===== src/rtl/asrc_pkg.sv =====
package asrc_pkg;
   // ---------------------------------------------------------------
   // Clock and timing figures (picoseconds, microseconds)
   // ---------------------------------------------------------------
   localparam int CLK_PS = 20000;
   localparam int T_POWER_US = 100;
   localparam int T_RC_FAST_PS = 10000;
   localparam int T_RC_SLOW_PS = 15000;
   localparam int T_AA_FAST_PS = 10000;
   localparam int T_AA_SLOW_PS = 15000;
   localparam int T_HZOE_FAST_PS = 5000;
   localparam int T_HZOE_SLOW_PS = 8000;
   localparam int T_PWE_FAST_PS = 7000;
   localparam int T_PWE_SLOW_PS = 12000;
   localparam int T_SD_FAST_PS = 5000;
   localparam int T_SD_SLOW_PS = 8000;
   localparam int T_HZWE_FAST_PS = 5000;
   localparam int T_HZWE_SLOW_PS = 8000;
   localparam int T_WC_FAST_PS = 10000;
   localparam int T_WC_SLOW_PS = 15000;

   // ---------------------------------------------------------------
   // Cycle counts, all rounded up except PWR_CYC, which is truncated
   // ---------------------------------------------------------------
   localparam int PWR_CYC = T_POWER_US * 1000000 / CLK_PS;
   localparam int RD_CYC_FAST = (T_AA_FAST_PS + CLK_PS - 1) / CLK_PS;
   localparam int RD_CYC_SLOW = (T_AA_SLOW_PS + CLK_PS - 1) / CLK_PS;
   localparam int RC_CYC_FAST = (T_RC_FAST_PS + CLK_PS - 1) / CLK_PS;
   localparam int RC_CYC_SLOW = (T_RC_SLOW_PS + CLK_PS - 1) / CLK_PS;
   localparam int HZ_CYC_FAST = (T_HZOE_FAST_PS + CLK_PS - 1) / CLK_PS;
   localparam int HZ_CYC_SLOW = (T_HZOE_SLOW_PS + CLK_PS - 1) / CLK_PS;
   localparam int PWE_MIN_FAST = (T_HZWE_FAST_PS + T_SD_FAST_PS
      > T_PWE_FAST_PS) ? T_HZWE_FAST_PS + T_SD_FAST_PS : T_PWE_FAST_PS;
   localparam int PWE_MIN_SLOW = (T_HZWE_SLOW_PS + T_SD_SLOW_PS
      > T_PWE_SLOW_PS) ? T_HZWE_SLOW_PS + T_SD_SLOW_PS : T_PWE_SLOW_PS;
   localparam int PWE_CYC_FAST = (PWE_MIN_FAST + CLK_PS - 1) / CLK_PS;
   localparam int PWE_CYC_SLOW = (PWE_MIN_SLOW + CLK_PS - 1) / CLK_PS;
   localparam int WC_CYC_FAST = (T_WC_FAST_PS + CLK_PS - 1) / CLK_PS;
   localparam int WC_CYC_SLOW = (T_WC_SLOW_PS + CLK_PS - 1) / CLK_PS;
   // Edges from a pin change to the filtered input register
   localparam int SYNC_LAT = 4;
   localparam int CNT_W = 16;
   localparam int DATA_W = 16;

   typedef enum logic [2:0] {
      ST_POWER, ST_IDLE, ST_READ, ST_WSETUP, ST_WPULSE, ST_WEND, ST_GAP
   } asrc_state_t;
endpackage : asrc_pkg


===== src/rtl/asrc_ctrl.sv =====
// Operation
// Wait power-up interval before first access
// Space reads by read cycle time
// Memory holds old data after address change
// Memory data valid after select
// Memory data valid after output enable
// Memory floats promptly after output enable off
// Memory floats promptly after deselect
// Memory lane valid after byte enable
// Memory lane floats after byte disable
// Memory powers down after deselect
// Memory float time shorter than drive time
// Write only while enable, select, byte low
// Write data stable before write end
// Address valid at start, stable through end
// Select held low before write end
// Write pulse long enough, covers float plus setup
// Byte enable held low before write end
// Memory floats after write enable falls
// Select means low select low, high high
// Error flag reports corrected single-bit error
// Lower-only write leaves upper lane untouched
// Never drive data while memory drives
// Speed grade parameter, limits rounded up
// Space writes and write-to-read by cycle time
module asrc_ctrl #(
   parameter int ADDR_W = 20,
   parameter bit FAST_GRADE = 1'b1,
   parameter int PWR_CYC = asrc_pkg::PWR_CYC
) (
   input wire logic sys_clk_i, // System clock, 50 MHz
   input wire logic resetn_i, // Async reset, active low
   input wire logic req_i, // Access request
   input wire logic req_we_i, // 1 write, 0 read
   input wire logic [ADDR_W-1:0] req_addr_i, // Word address
   input wire logic [15:0] req_wdata_i, // Write data
   input wire logic [1:0] req_be_i, // Byte enables, bit1 upper
   output logic ready_o, // Request may be taken
   output logic init_done_o, // Power-up wait over
   output logic rvalid_o, // Read data pulse
   output logic [15:0] rdata_o, // Read data
   output logic rerr_o, // Corrected error on read
   output logic select_low_n_o, // Active-low select pin
   output logic select_high_o, // Active-high select pin
   output logic oe_n_o, // Output enable pin, active low
   output logic we_n_o, // Write enable pin, active low
   output logic upper_byte_enable_n_o, // Upper lane enable
   output logic lower_byte_enable_n_o, // Lower lane enable
   output logic [ADDR_W-1:0] addr_o, // Address pins
   output logic [15:0] dq_o, // Data pins, output value
   output logic dq_oe_n_o, // Data pin drive, low drives
   input wire logic [15:0] dq_i, // Data pins, sensed level
   input wire logic err_i // Error flag pin
);
   // ---------------------------------------------------------------
   // Grade-dependent cycle counts
   // ---------------------------------------------------------------
   localparam int RD_CYC = FAST_GRADE ? asrc_pkg::RD_CYC_FAST :
      asrc_pkg::RD_CYC_SLOW;
   localparam int RC_CYC = FAST_GRADE ? asrc_pkg::RC_CYC_FAST :
      asrc_pkg::RC_CYC_SLOW;
   localparam int HZ_CYC = FAST_GRADE ? asrc_pkg::HZ_CYC_FAST :
      asrc_pkg::HZ_CYC_SLOW;
   localparam int PWE_CYC = FAST_GRADE ? asrc_pkg::PWE_CYC_FAST :
      asrc_pkg::PWE_CYC_SLOW;
   localparam int WC_CYC = FAST_GRADE ? asrc_pkg::WC_CYC_FAST :
      asrc_pkg::WC_CYC_SLOW;
   localparam int RD_HOLD = ((RD_CYC > RC_CYC) ? RD_CYC : RC_CYC)
      + asrc_pkg::SYNC_LAT;
   localparam int GAP_CYC = (WC_CYC > HZ_CYC) ? WC_CYC : HZ_CYC;

   if (PWR_CYC < 1 || PWR_CYC >= 2**asrc_pkg::CNT_W
       || ADDR_W < 1 || ADDR_W > 32) begin : g_bad_param
      $error("asrc_ctrl: PWR_CYC or ADDR_W out of range");
   end

   asrc_pkg::asrc_state_t state_reg;
   logic [asrc_pkg::CNT_W-1:0] cnt_reg;
   logic [16:0] pin_sync;
   logic take;
   logic cnt_zero;

   assign take = req_i && ready_o;
   assign cnt_zero = (cnt_reg == '0);

   // ---------------------------------------------------------------
   // Data and error pin synchroniser
   // ---------------------------------------------------------------
   asrc_sync #(
      .WIDTH(17)
   ) u_sync (
      .sys_clk_i(sys_clk_i),
      .resetn_i(resetn_i),
      .pin_i({err_i, dq_i}),
      .sync_o(pin_sync)
   );

   // ---------------------------------------------------------------
   // Sequencer
   // ---------------------------------------------------------------
   always_ff @(posedge sys_clk_i or negedge resetn_i) begin
      if (!resetn_i) begin
         state_reg <= asrc_pkg::ST_POWER;
         cnt_reg <= asrc_pkg::CNT_W'(PWR_CYC - 1);
      end else begin
         case (state_reg)
            asrc_pkg::ST_POWER: begin
               if (cnt_zero) begin
                  state_reg <= asrc_pkg::ST_IDLE;
               end else begin
                  cnt_reg <= cnt_reg - 1'b1;
               end
            end
            asrc_pkg::ST_IDLE: begin
               if (take && req_we_i) begin
                  state_reg <= asrc_pkg::ST_WSETUP;
               end else if (take) begin
                  state_reg <= asrc_pkg::ST_READ;
                  cnt_reg <= asrc_pkg::CNT_W'(RD_HOLD - 1);
               end
            end
            asrc_pkg::ST_READ: begin
               if (cnt_zero) begin
                  state_reg <= asrc_pkg::ST_GAP;
                  cnt_reg <= asrc_pkg::CNT_W'(GAP_CYC - 1);
               end else begin
                  cnt_reg <= cnt_reg - 1'b1;
               end
            end
            asrc_pkg::ST_WSETUP: begin
               state_reg <= asrc_pkg::ST_WPULSE;
               // Pulse length is counted the same with or without a lane
               cnt_reg <= asrc_pkg::CNT_W'(PWE_CYC - 1);
            end
            asrc_pkg::ST_WPULSE: begin
               if (cnt_zero) begin
                  state_reg <= asrc_pkg::ST_WEND;
               end else begin
                  cnt_reg <= cnt_reg - 1'b1;
               end
            end
            asrc_pkg::ST_WEND: begin
               state_reg <= asrc_pkg::ST_GAP;
               cnt_reg <= asrc_pkg::CNT_W'(GAP_CYC - 1);
            end
            asrc_pkg::ST_GAP: begin
               if (cnt_zero) begin
                  state_reg <= asrc_pkg::ST_IDLE;
               end else begin
                  cnt_reg <= cnt_reg - 1'b1;
               end
            end
            default: begin
               state_reg <= asrc_pkg::ST_IDLE;
            end
         endcase
      end
   end

   // ---------------------------------------------------------------
   // User-side handshake and status
   // ---------------------------------------------------------------
   always_ff @(posedge sys_clk_i or negedge resetn_i) begin
      if (!resetn_i) begin
         ready_o <= 1'b0;
         init_done_o <= 1'b0;
      end else begin
         ready_o <= (state_reg == asrc_pkg::ST_POWER && cnt_zero)
            || (state_reg == asrc_pkg::ST_GAP && cnt_zero)
            || (state_reg == asrc_pkg::ST_IDLE && !take);
         if (state_reg == asrc_pkg::ST_POWER && cnt_zero) begin
            init_done_o <= 1'b1;
         end
      end
   end

   // ---------------------------------------------------------------
   // Memory control pins
   // ---------------------------------------------------------------
   always_ff @(posedge sys_clk_i or negedge resetn_i) begin
      if (!resetn_i) begin
         select_low_n_o <= 1'b1;
         select_high_o <= 1'b0;
         oe_n_o <= 1'b1;
         we_n_o <= 1'b1;
         upper_byte_enable_n_o <= 1'b1;
         lower_byte_enable_n_o <= 1'b1;
         addr_o <= '0;
      end else if (take) begin
         select_low_n_o <= 1'b0;
         select_high_o <= 1'b1;
         oe_n_o <= req_we_i;
         upper_byte_enable_n_o <= !req_be_i[1];
         lower_byte_enable_n_o <= !req_be_i[0];
         addr_o <= req_addr_i;
      end else if (state_reg == asrc_pkg::ST_WSETUP) begin
         // No lane enabled: no write, so write enable stays high
         we_n_o <= upper_byte_enable_n_o && lower_byte_enable_n_o;
      end else if (state_reg == asrc_pkg::ST_WPULSE && cnt_zero) begin
         we_n_o <= 1'b1;
      end else if (state_reg == asrc_pkg::ST_WEND
                   || (state_reg == asrc_pkg::ST_READ && cnt_zero)) begin
         select_low_n_o <= 1'b1;
         select_high_o <= 1'b0;
         oe_n_o <= 1'b1;
         upper_byte_enable_n_o <= 1'b1;
         lower_byte_enable_n_o <= 1'b1;
      end
   end

   // ---------------------------------------------------------------
   // Write data drive
   // ---------------------------------------------------------------
   always_ff @(posedge sys_clk_i or negedge resetn_i) begin
      if (!resetn_i) begin
         dq_o <= '0;
         dq_oe_n_o <= 1'b1;
      end else if (take && req_we_i) begin
         dq_o <= req_wdata_i;
         dq_oe_n_o <= 1'b0;
      end else if (state_reg == asrc_pkg::ST_WEND) begin
         dq_oe_n_o <= 1'b1;
      end
   end

   // ---------------------------------------------------------------
   // Read capture
   // ---------------------------------------------------------------
   always_ff @(posedge sys_clk_i or negedge resetn_i) begin
      if (!resetn_i) begin
         rvalid_o <= 1'b0;
         rdata_o <= '0;
         rerr_o <= 1'b0;
      end else begin
         rvalid_o <= state_reg == asrc_pkg::ST_READ && cnt_zero;
         if (state_reg == asrc_pkg::ST_READ && cnt_zero) begin
            rdata_o <= pin_sync[15:0];
            rerr_o <= pin_sync[16];
         end
      end
   end
endmodule : asrc_ctrl


===== src/rtl/asrc_sync.sv =====
module asrc_sync #(
   parameter int WIDTH = 17
) (
   input wire logic sys_clk_i, // System clock
   input wire logic resetn_i, // Async reset, active low
   input wire logic [WIDTH-1:0] pin_i, // Asynchronous pin levels
   output logic [WIDTH-1:0] sync_o // Filtered, synchronised levels
);
   logic [WIDTH-1:0] s1_reg;
   logic [WIDTH-1:0] s2_reg;
   logic [WIDTH-1:0] s3_reg;
   logic [WIDTH-1:0] out_reg;

   if (WIDTH < 1) begin : g_bad_width
      $error("asrc_sync: WIDTH must be at least 1");
   end

   always_ff @(posedge sys_clk_i or negedge resetn_i) begin
      if (!resetn_i) begin
         s1_reg <= '0;
         s2_reg <= '0;
         s3_reg <= '0;
      end else begin
         s1_reg <= pin_i;
         s2_reg <= s1_reg;
         s3_reg <= s2_reg;
      end
   end

   // A bit takes its new level only once stages two and three agree
   for (genvar i = 0; i < WIDTH; i++) begin : g_bit
      always_ff @(posedge sys_clk_i or negedge resetn_i) begin
         if (!resetn_i) begin
            out_reg[i] <= 1'b0;
         end else if (s2_reg[i] == s3_reg[i]) begin
            out_reg[i] <= s3_reg[i];
         end
      end
   end

   assign sync_o = out_reg;
endmodule : asrc_sync

===== config.mk =====
export PLATFORM = sky130hd
export DESIGN_NAME = asrc_ctrl
export DESIGN_NICKNAME = d
export VERILOG_FILES = /design/src/rtl/asrc_pkg.sv /design/src/rtl/asrc_ctrl.sv /design/src/rtl/asrc_sync.sv
export SDC_FILE = /design/constraint.sdc
export NUM_CORES = 1
export LEC_CHECK = 0
export ABC_CLOCK_PERIOD_IN_PS = 2070
export BUFFER_PORTS_ARGS = -buffer_cell sky130_fd_sc_hd__buf_2
export CAP_MARGIN = 20
export CORE_AREA = 2 2 128 130
export DETAILED_ROUTE_END_ITERATION = 8
export DIE_AREA = 0 0 130 132
export GPL_TIMING_DRIVEN = 0
export PLACE_DENSITY = 0.53
export SYNTH_ARGS = -nofsm -noshare
export SYNTH_HDL_FRONTEND = slang
export SYNTH_SLANG_ARGS = --single-unit

===== constraint.sdc =====
create_clock -name sys_clk_i -period 2.07 [get_ports sys_clk_i]
set_clock_uncertainty 0.1 [all_clocks]
set_input_delay 0.1035 -clock sys_clk_i [delete_from_list [all_inputs] [get_ports sys_clk_i]]
set_output_delay 0.1035 -clock sys_clk_i [all_outputs]
set_load 0.02 [all_outputs]

Word level (Yosys, flattened, before mapping)
Cells that the tools add are included.
W data, S select, Z words.
{"block": "totals", "ram_bits": 0, "word_cells": 123, "mem_bits_ro": 0, "latch_bits": 0, "in_bits": 59, "out_inout_bits": 63, "register_bits": 150, "n_memories": 0}
{"block": "op_classes", "n_lt_le_gt_ge": 0, "shift": 0, "n_mux": 26, "eq_ne": 32, "n_div": 0, "mul": 0, "reduce_logical": 27, "n_addsub": 1, "n_bitwise": 1}
{"op": "$mux W16", "n": 4}
{"op": "$pmux W16 S4", "n": 1}
{"op": "$pmux W3 S6", "n": 1}
{"op": "$eq A1 B1 Y1", "n": 17}
{"op": "$logic_not A16 Y1", "n": 1}
{"op": "$sub A16 B1 Y16 const B", "n": 1}
{"op": "$mux W1", "n": 15}
{"op": "$mux W3", "n": 5}
{"op": "$ne A2 B2 Y1 const B", "n": 7}
{"op": "$eq A3 B3 Y1 const B", "n": 3}
{"op": "$logic_and A1 B1 Y1", "n": 8}
{"op": "$reduce_and A4 Y1", "n": 2}
{"op": "$eq A3 B2 Y1 const B", "n": 2}
{"op": "$reduce_bool A2 Y1", "n": 3}
{"op": "$reduce_bool A4 Y1", "n": 1}
{"op": "$reduce_or A2 Y1", "n": 2}
{"op": "$eq A3 B1 Y1 const B", "n": 1}
{"op": "$logic_not A1 Y1", "n": 3}
{"op": "$logic_not A3 Y1", "n": 1}
{"op": "$logic_or A1 B1 Y1", "n": 3}
{"op": "$ne A3 B2 Y1 const B", "n": 1}
{"op": "$reduce_and A3 Y1", "n": 1}
{"op": "$reduce_or A3 Y1", "n": 1}
{"op": "$ne A2 B1 Y1 const B", "n": 1}
{"op": "other kinds (2)", "n": 2}

Logic depth before layout (Yosys ltp)
Gate-level depths: netlist of run 1.
{"block": "depth", "depth_word": 7, "ltp_mapped": 8, "ltp_nobuf": 7}

Modules after synthesis
From an unflattened synthesis of run 1, not the netlist that was laid out.
{"block": "unflattened", "cells_unflattened": 401, "area_unflattened_um2": 5451.5}
{"module": "asrc_ctrl", "area_per_inst_um2": 3558.4, "n_inst": 1, "cells_each": 316, "seq_area_each_um2": 2068.2}
{"module": "asrc_sync", "area_per_inst_um2": 1893.1, "n_inst": 1, "cells_each": 85, "seq_area_each_um2": 1701.6}

Worst setup path before layout of run 1
Ideal clock, no wire load.
{"block": "synth_path", "kind": "reg-to-reg", "startpoint": "reg cnt_reg[0] (netlist name)", "endpoint": "reg cnt_reg[14] (netlist name)", "arrival_time_ns": 1.983, "required_time_ns": 1.846, "setup_ns": 0.124, "period_less_slack_ns": 2.207, "stages_incl_launch_ff": 9, "slack_ns": -0.137, "path_buffers": 1, "path_cell_list": "dfstp_2 inv_1 ha_1 nor3b_1 a41o_1 nand2_1 clkinv_1 buf_2 a211o_1"}
{"block": "synth_between", "elab_chain_len": 3, "elab_cells_between_ends": 7, "classes_between": "1 x add/sub; 1 x eq/ne; 3 x mux; 2 x reduce/logical"}
{"element": "from (decl)", "line": "asrc_ctrl.sv:78", "text": "logic [asrc_pkg::CNT_W-1:0] cnt_reg;"}
{"element": "from (signal assigned)", "line": "asrc_ctrl.sv:104", "text": "cnt_reg <= asrc_pkg::CNT_W'(PWR_CYC - 1);"}
{"element": "from (signal assigned)", "line": "asrc_ctrl.sv:111", "text": "cnt_reg <= cnt_reg - 1'b1;"}
{"element": "from (signal assigned)", "line": "asrc_ctrl.sv:119", "text": "cnt_reg <= asrc_pkg::CNT_W'(RD_HOLD - 1);"}
{"element": "$sub A16 B1 Y16 or $logic_not A16 Y1 (tied branches)"}
{"element": "$mux W16 (tied with other cells)", "line": "asrc_ctrl.sv:108, asrc_ctrl.sv:136, asrc_ctrl.sv:147"}
{"element": "$pmux W16 S4 or $reduce_and A4 Y1 (tied branches)"}
Parallel ways exist; a longest one is shown, timed or not. The select of a mux whose other input is x is not followed.
A chain may end at the register's enable or synchronous reset.

Worst setup path after layout of run 1
{"block": "layout_path", "startpoint": "reg cnt_reg[1] (netlist name)", "endpoint": "reg cnt_reg[4] (netlist name)"}
The elaborated chain is that of the path after synthesis.

==> results of run 1 <==
-- cell usage in the layout, fill, tap and decap left out, types with 3 or more instances in the layout --
cell type      Yosys  layout
dfrtp_1          137     135
buf_2              4     120
nand2_1           73      72
dlygate4sd3_1      0      57
buf_4              2      21
clkbuf_16          0      18
mux2_1            17      17
maj3_1            17      17
mux2_2            16      16
dfstp_2           13      13
nor3_1            10      10
a211o_1            9       9
clkbuf_1           8       8
and3_1             8       8
buf_6              0       6
inv_8              0       6
nand4_1            5       5
nor2_1             5       5
o21ai_0            4       4
clkinvlp_4         0       4
nor4_4             0       3
nor4_1             4       3
o21ai_1            3       3
a31oi_1            3       3
-- per-layer routing --
| metal | wire length, um | up-vias | share of wire (%) |
|---|---|---|---|
| met1 | 5530 | 1949 | 45 |
| li1 | - | 1833 | - |
| met2 | 5671 | 140 | 46 |
| met5 | 0 | - | 0 |
| met4 | 193 | 0 | 1.6 |
| met3 | 963 | 21 | 7.8 |
-- where the power goes --
group / leakage [nW] / internal [mW] / switching (mW)
registers: 1.84 / 3.05 / 0.0561
clock network: 0.273 / 1.61 / 1.39
logic: 1.77 / 0.181 / 0.170
-- cell type report --
type,count,area (um2)
sequential,150,3772
clock buffer,17,425.4
buffer,14,106.4
multi-input combinational,222,1637
inverter,6,27.53
clock inverter,15,156.4
fill,1387,7910
tap,216,270.3
timing repair buffer,202,1408
-- critical path: cells and delay by family (launching register included) --
kind	cells	cell delay, ns
and+or+nand+nor	2	0.30
AOI/OAI and AO/OA	2	0.57
adders and majority gates	1	0.17
DFF	1	0.57
buffers and inverters	3	0.24
-- kinds of logic after synthesis --
kind of cell    after synthesis  synth area share, %
flops                       150                69.84
simple gates                127                11.73
fa+ha+maj                    18                3.384
buf+inv                      20                1.622
xor+xnor                      1               0.1623
mux                          33                6.884
compound gates               43                6.375
-- metrics by stage --
stage          setup TNS [ns]  hold slack [ns]  utilization, %  power, mW  std cells
2_1_floorplan               0          -0.2921               -      3.255        392
6_report             -0.01259          0.02682           49.66      6.456        842
4_1_cts             -0.001485          0.01546           48.88      6.542        832
3_5_place_dp           -10.71          0.01550           40.34      3.439        730
5_1_grt               -0.2978          0.04050           49.66      6.744        842
3_3_place_gp          -193.83           0.1111           40.13      3.418        729
-- what timing repair did --
action | in CTS | in global routing
setup endpoints to repair | 35 | 28
resized for setup | 21 | 7
buffers inserted | 12 | 9
endpoints found under the hold margin | 116 | 0
hold buffers | 57 | 0
cloned | 1 | 1
pin swaps | 6 | 17
-- worst min-delay path by stage --
stage,startpoint,to
after floorplan,resetn_i,addr_o[0]
after detailed placement,resetn_i,u_sync.s1_reg[10]
after global routing,req_i,addr_o[8]
final,req_i,addr_o[9]
after CTS,req_i,addr_o[9]
after global placement,dq_i[14],u_sync.s1_reg[14]
==> results by stage, run 1 <==
Finish:
- From synthesis to final layout, the design area changed by 44.55%.
- The number of antenna diodes is 0.
- The cell area after layout is 0.007802 mm2.
- Counting flops per register, the top entry is addr_o.
- Of the cells placed in the final design, the portion with a size suffix greater than 1 is between 30% and 40%.
- The net count of the finished layout is approximately 670.
- The register with the most flip-flops in the layout has 20 of them.

Timing:
- The final max-slew violation count was 0.
- Setup repair after global routing could not meet its margin everywhere.
- The transition time at the pin with the least slew margin is roughly 0.59 ns.
- The minimum clock period after layout is 2.078 ns.
- The worst setup margin is -0.007857 ns.
- In this run the tightest slew margin relative to its limit is 60.04%.
- Timing would allow up to 481.3 MHz.
- The hold violation count in the final report came to 0.
- The final count of negative-setup-slack endpoints is 2.
- After layout, the worst path uses 100.4% of the clock period.

Global route:
- The met3 global-route usage is around 6.8%.
- The largest net degree at the start of global routing is 91.
- The initial antenna violation count came to 0.
- The via count of the first global-routing pass is around 4,000.
- In the global route stage, overall resource usage came out at roughly 15%.
- The first global-routing pass estimated roughly 20,000 um of wire.
- The aggregate global routing overflow is 0.
- The global routing stage identified its most utilized layer as met2.
- The met1 layer usage reported by global route is between 20% and 30%.
- The met2 track utilization from global routing is between 20% and 30%.

Logic synthesis:
- The number of warnings reported in the yosys synthesis log is 0.
- Of the synthesized area, sequential elements account for between 60 and 70%.
- The mean post-synth cell area is between 10 and 15 um2.
- Counting flops with a built-in enable in the synthesized netlist gives 0.
- The most instantiated library cell after synthesis is dfrtp_1.
- By area the synthesized netlist is led by dfrtp_1 (64%), dfstp_2 (6.3%), nand2_1 (5.1%).
- When the netlist entered floorplanning its net count stood at 452.
- Counting every instance in the synthesized netlist gives 392.
- The unique cell type count in the Yosys netlist is a little under 60.
- Among all flip-flop cells after synthesis, the most frequent one is dfrtp_1.
- In this run the cell area of the synthesized design comes to between 0.005 and 0.006 mm2.
- Summed over its instances, the top area cell type makes up between 60% and 70% of the synthesized netlist area.
- In the synthesized netlist, the cells that appear most often are dfrtp_1 (137), nand2_1 (73), maj3_1 (17), mux2_1 (17), mux2_2 (16).
- The share of synthesized registers carrying an async set or reset is 100.0%.
- After synthesis the netlist holds a flip-flop and latch count of 150.
- The synthesized design spends more area on one cell type than any other, namely dfrtp_1.

Drt:
- For this run, the detailed router's first-pass iteration total came to 4.
- The final routed DRC violation total is 0.
- The total wire length after detailed routing is about 12,000 um.
- The routed layout has slightly below 4,000 vias.
- Using the TritonRoute via totals, the vias-per-cell ratio works out to ~4.7.
- The routed wirelength normalized by instance count is ~15 um.
- The antenna violation net count after detailed routing is 0.
- The number of DRC markers in iteration 0 is between 200 and 250.

Floorplanning:
- The area inside the core boundary is between 0.015 and 0.02 mm2.
- The die covers around 0.017 mm2.
- The number of top-level pins is roughly 120.
- Measured along the x axis, the die boundary spans approximately 130 um.
- The number of placement rows is 46.
- The chip height is around 130 um.
- The initial core utilization is 34.35%.

Place:
- The post-place instance area is 0.006339 mm2.
- The HPWL after detailed placement is around 7700 um.
- The placement-stage worst setup slack is -0.4565 ns.
- The number of port buffers is roughly 120.
- The congestion estimate from routability-driven global placement came to a little under 0.8.

Outcome:
- The run finished, with violations left.
- The checks that failed: negative setup slack.

CTS:
- The insertion delay of the later-clocked pin in the worst-skew pair is 0.43 ns.
- The tree built by TritonCTS fans out to 150 sinks.
- The tree is rooted in a clkbuf_16.
- After clock tree synthesis, the clock-pin slew on the worst setup and hold paths is around 0.06 ns.
- The worst-case clock buffer depth is 2.
- The H-tree was split into 4 levels.
- In this run, CTS created clock tree buffers numbering 17.
- The CTS tree is built.

Critical path:
- The required time of the critical path is 2.27 ns.
- The startpoint identified for the worst register-to-register timing path is cnt_reg[1].
- In this run the register-to-register setup slack is -0.008 ns.
- The slowest stage of the critical path belongs to the cell dfstp_2.
- The number of cell instances on the worst register-to-register path is 8.
- For this run, the slowest stage of the critical path takes 0.57 ns.
- The arrival time of the worst setup path is around 2.3 ns.
- The end point of the critical path is cnt_reg[4].
- The critical path launch point type is a register.
- The worst setup path is of the reg -> reg kind.
- The launching element of the worst setup path is cnt_reg[1].
- The capturing element type of the critical path is a register.
- The worst flop-to-flop path endpoint is cnt_reg[4].
- Walking the worst path, the cells encountered are inv_2 > ha_4 > nor3b_4 > a41o_1 > nand2_2 > inv_4 > buf_8 > a211o_1.
- The highest net fanout along the worst path is 5.

Min path:
- The cell depth of the worst min-delay path is 4.
- The worst hold path belongs to the class in -> reg.

Power:
- The leakage dissipation is 3.877 nW.
- The areal power density over the cells is slightly above 800 mW/mm2.
- The worst vdd rail ir drop is roughly 0.00055 V.

Run:
- The number of maximum-capacitance constraint violations is 0.
No activity file was read; power rests on OpenSTA's default activity.
==> run 2, diff against run 1 <==
--- a/config.mk
+++ b/config.mk
@@ -5,13 +5,13 @@
 export SDC_FILE = /design/constraint.sdc
 export NUM_CORES = 1
 export LEC_CHECK = 0
+export ABC_AREA = 1
 export ABC_CLOCK_PERIOD_IN_PS = 2070
 export BUFFER_PORTS_ARGS = -buffer_cell sky130_fd_sc_hd__buf_2
 export CAP_MARGIN = 20
-export CORE_AREA = 2 2 128 130
+export CORE_AREA = 2 2 129 131
 export DETAILED_ROUTE_END_ITERATION = 8
-export DIE_AREA = 0 0 130 132
-export GPL_TIMING_DRIVEN = 0
+export DIE_AREA = 0 0 131 133
 export PLACE_DENSITY = 0.53
 export SYNTH_ARGS = -nofsm -noshare
 export SYNTH_HDL_FRONTEND = slang
==> constraint.sdc (replaced) <==
create_clock -name sys_clk_i -period 2.07 [get_ports sys_clk_i]
set_clock_uncertainty 0.1 [all_clocks]
set_input_delay 0.414 -clock sys_clk_i [delete_from_list [all_inputs] [get_ports sys_clk_i]]
set_output_delay 0.414 -clock sys_clk_i [all_outputs]
set_load 0.02 [all_outputs]
==> results by stage, run 2 <==
Logic synthesis:
- By count the netlist is led by nand2_1 (226), dfrtp_1 (137), nor2_1 (37).
- The most instantiated library cell after synthesis is nand2_1.
- After synthesis, the cell types taking the most area are dfrtp_1 (62%), nand2_1 (15%), dfstp_2 (6.2%).
- The number of enable-type register cells in the synthesized netlist is 0 (unchanged).
- The netlist area before placement was 0.005508 mm2 (+2.0%).
- The count of state elements after synthesis is 150 (unchanged).
- The number of standard cells after synthesis came to 532 (+36%).
- The share of the synthesized area in the top cell type is 62.24% (-1.3 points).
- Among all flip-flop cells after synthesis, the most frequent one is dfrtp_1.
- The post-synthesis cell type with the largest combined area is dfrtp_1.
- The unique cell type count in the Yosys netlist is 30 (-48%).
- The share of synthesized registers carrying an async set or reset came to 100.0% (unchanged).
- The number of warnings reported in the yosys synthesis log was 0 (unchanged).
- The proportion of synthesized chip area in sequential cells is 68.45% (-1.4 points).
- The number of nets in the synthesized netlist is 592 (+31%).
- The mean post-synth cell area came to 10.35 um2 (-25%).

Drt:
- The routed wirelength normalized by instance count is 12.21 um (-17%).
- The antenna violation net count after detailed routing is 0 (unchanged).
- The via total after detailed routing is 3,949 (+0.15%).
- The via density per instance is 4.302 (-8.1%).
- The number of DRC markers in iteration 0 is 211 (+1.4%).
- The total wire length after detailed routing is 11,210 um (-9.3%).
- The final routed DRC violation total is 0 (unchanged).
- The count of TritonRoute iterations in the first routing pass came to 4 (unchanged).

Global route:
- The largest net degree at the start of global routing is 49 (-46%).
- The overall track demand over capacity in global routing is 14.23% (-1.0 points).
- The aggregate global routing overflow came to 0 (unchanged).
- The first-pass GRT wire length is 19,250 um (-5.5%).
- The initial antenna violation count came to 0 (unchanged).
- The via count of the first global-routing pass is 3,977 (-0.62%).

Critical path:
- The worst setup path is launched from a register.
- The critical path goes through inv_1 > ha_1 > nand2_2 > nor2_2 > nand3_1 > nand2_2 > inv_2 > nand3_1 > nand2_1.
- The worst setup path is of the reg -> reg kind.
- The highest net fanout along the worst path is 17 (+12).
- Following the worst setup path forward leads to its endpoint at cnt_reg[7].
- STA classifies the critical path endpoint as a register.
- The number of cell instances on the worst register-to-register path came to 9 (+1).
- The required time of the critical path is 2.32 ns (+0.05 ns).
- In this run the critical register-to-register path is launched from cnt_reg[0].
- The maximum single-stage delay on the critical path was 0.54 ns (-0.03 ns).
- For this design, the slowest cell found on the critical path is dfstp_2.
- The critical path starts at cnt_reg[0].
- The reg2reg setup slack came to 0.18 ns (+0.19 ns).
- The worst flop-to-flop path endpoint is cnt_reg[7].
- The arrival time of the worst setup path is 2.14 ns (-0.14 ns).

Floorplanning:
- The overall die width came to 131 um (+0.77%).
- The number of top-level pins is 122 (unchanged).
- The number of placement rows is 47 (+2.2%).
- The area inside the core boundary came to 0.01617 mm2 (+2.9%).
- The chip height is 133 um (+0.76%).
- The area enclosed by the die boundary was 0.01742 mm2 (+1.5%).
- The initial core utilization is 34.06% (-0.29 points).

Finish:
- The number of flip-flops under the largest register name was 20 (unchanged).
- The number of antenna diodes is 0 (unchanged).
- The cell area after layout is 0.007201 mm2 (-7.7%).
- The share of final-layout standard cells stronger than drive strength 1 is 27.22% (-9.8 points).
- Leaving out fill and tap cells, the most frequent cell in the layout is nand2_1.
- The most flop-heavy register is addr_o.
- The number of nets in the final layout is 745 (+11%).
- The area overhead of the layout relative to synthesis is 30.74%.
- The top cell types in the final layout, fill and taps aside, are nand2_1 (226), dfrtp_1 (137), buf_2 (120), nor2_1 (37), inv_1 (23).

CTS:
- TritonCTS built the clock tree.
- The maximum level of the CTS H-tree is 4 (unchanged).
- The root buffer cell chosen for the clock tree is clkbuf_16.
- The worst-case clock buffer depth came to 2 (unchanged).
- The number of buffers inserted to repair setup after CTS is 0 (-12).
- The insertion delay of the later-clocked pin in the worst-skew pair is 0.42 ns (about the same).
- The clock-pin transition on the worst setup and hold timing paths is 0.06 ns (about the same).
- The clock sink count is 150 (unchanged).
- The CTS buffer count is 17 (unchanged).

Min path:
- The worst hold path belongs to the class in -> reg.

Timing:
- The hold violation count in the final report came to 0 (unchanged).
- Setup repair after global routing left no endpoint under its margin.
- The transition time at the pin with the least slew margin is 0.4820 ns (-0.1128 ns).
- The total negative slack for setup checks came to 0 ns (+0.01259 ns).
- The part of the cycle the worst path needs came to 91.29% (-9.1 points).
- The final max-slew violation count came to 0 (unchanged).
- The minimum clock period after layout came to 1.890 ns (-0.1881 ns).
- The final count of negative-setup-slack endpoints is 0 (-2).
- The highest achievable clock rate came to 529.2 MHz (+10%).
- The max-slew headroom at the worst pin was 67.87% (+7.8 points).

Place:
- The post-place instance area is 0.006407 mm2 (+1.1%).
- The number of port buffers came to 121 (unchanged).
- The placer's final routability congestion estimate is 0.8187 (+4.9%).
- The HPWL after detailed placement is 7632 um (-1.0%).

Outcome:
- The run finished with clean final reports.

Power:
- The areal power density over the cells came to 1377 mW/mm2 (+66%).
- The leakage dissipation came to 3.741 nW (-3.5%).
- The worst vdd rail ir drop was 0.0007362 V (+33%).

Run:
- The number of maximum-capacitance constraint violations is 0 (unchanged).
run 2: cell types whose count changed after synthesis, moves of 16 or more:
cell | previous run | this run
mux2_2 | 16 | 0
mux2_1 | 17 | 0
nand3_1 | 1 | 19
inv_1 | 4 | 23
nand2_1 | 73 | 226
nor2_1 | 5 | 37
run 2: critical path, delay by kind of cell, from the launching register on:
family | cells | cell delay (ns)
DFF | 1 | 0.54
adders and majority gates | 1 | 0.22
and+or+nand+nor | 6 | 0.69
buffers and inverters | 2 | 0.25
run 2: logic make-up after synthesis:
kind of cell	count (synthesis)	share of synthesized area, %
fa+ha+maj	18	3.317
flops	150	68.45
buf+inv	39	3.385
simple gates	300	21.81
xor+xnor	10	1.590
compound gates	15	1.454
run 2: layout make-up:
class                   count  area, um2
fillers                  1553       8971
inverters                  27      101.3
flip-flops and latches    150       3770
clock buffers              17      425.4
well taps                 220      275.3
repair buffers            146      879.6
clock inverters            15      196.4
multi-input cells         343       1553
run 2: worst min-delay path by stage:
stage                startpoint                end  slack, ns  cells after the start
3_3_place_gp   u_sync.s1_reg[7]   u_sync.s2_reg[7]       0.23                      0
3_5_place_dp   u_sync.s1_reg[3]   u_sync.s2_reg[3]       0.24                      0
2_1_floorplan          resetn_i          addr_o[0]       0.02                      0
4_1_cts                 dq_i[6]   u_sync.s1_reg[6]     0.0007                      1
6_report               dq_i[13]  u_sync.s1_reg[13]       0.03                      1
5_1_grt                dq_i[13]  u_sync.s1_reg[13]      0.008                      1
run 2: metal layers:
metal	wire length, um	track usage, %	vias to the layer above
li1	-	-	1955
met1	5205	17.95	1850
met2	4976	21.70	128
met3	859	5.823	16
met4	166	5.733	0
met5	0	0	-
run 2: what timing repair did:
item                       in CTS  in global routing
hold endpoints to repair       56                  1
setup endpoints to repair       0                 17
hold buffers                   16                  1
resized for setup               0                  1
run 2: report_power, final:
part	switching, mW	internal, mW
registers	0.525	3.73
clock network	1.25	1.93
logic	1.55	0.933
run 2: stage by stage:
step	total power [mW]	hold slack, ns	util, %	setup WS [ns]	cells
finish	9.916	0.03364	44.53	0.1803	918
global route	10.56	0.007681	44.53	0.02349	918
CTS	10.06	0.0006614	44.46	0.02962	917
detailed placement	6.775	0.2356	39.62	0.05252	869
global placement	6.720	0.2327	39.62	0.05937	869
floorplan	5.853	0.01841	-	0.3996	532
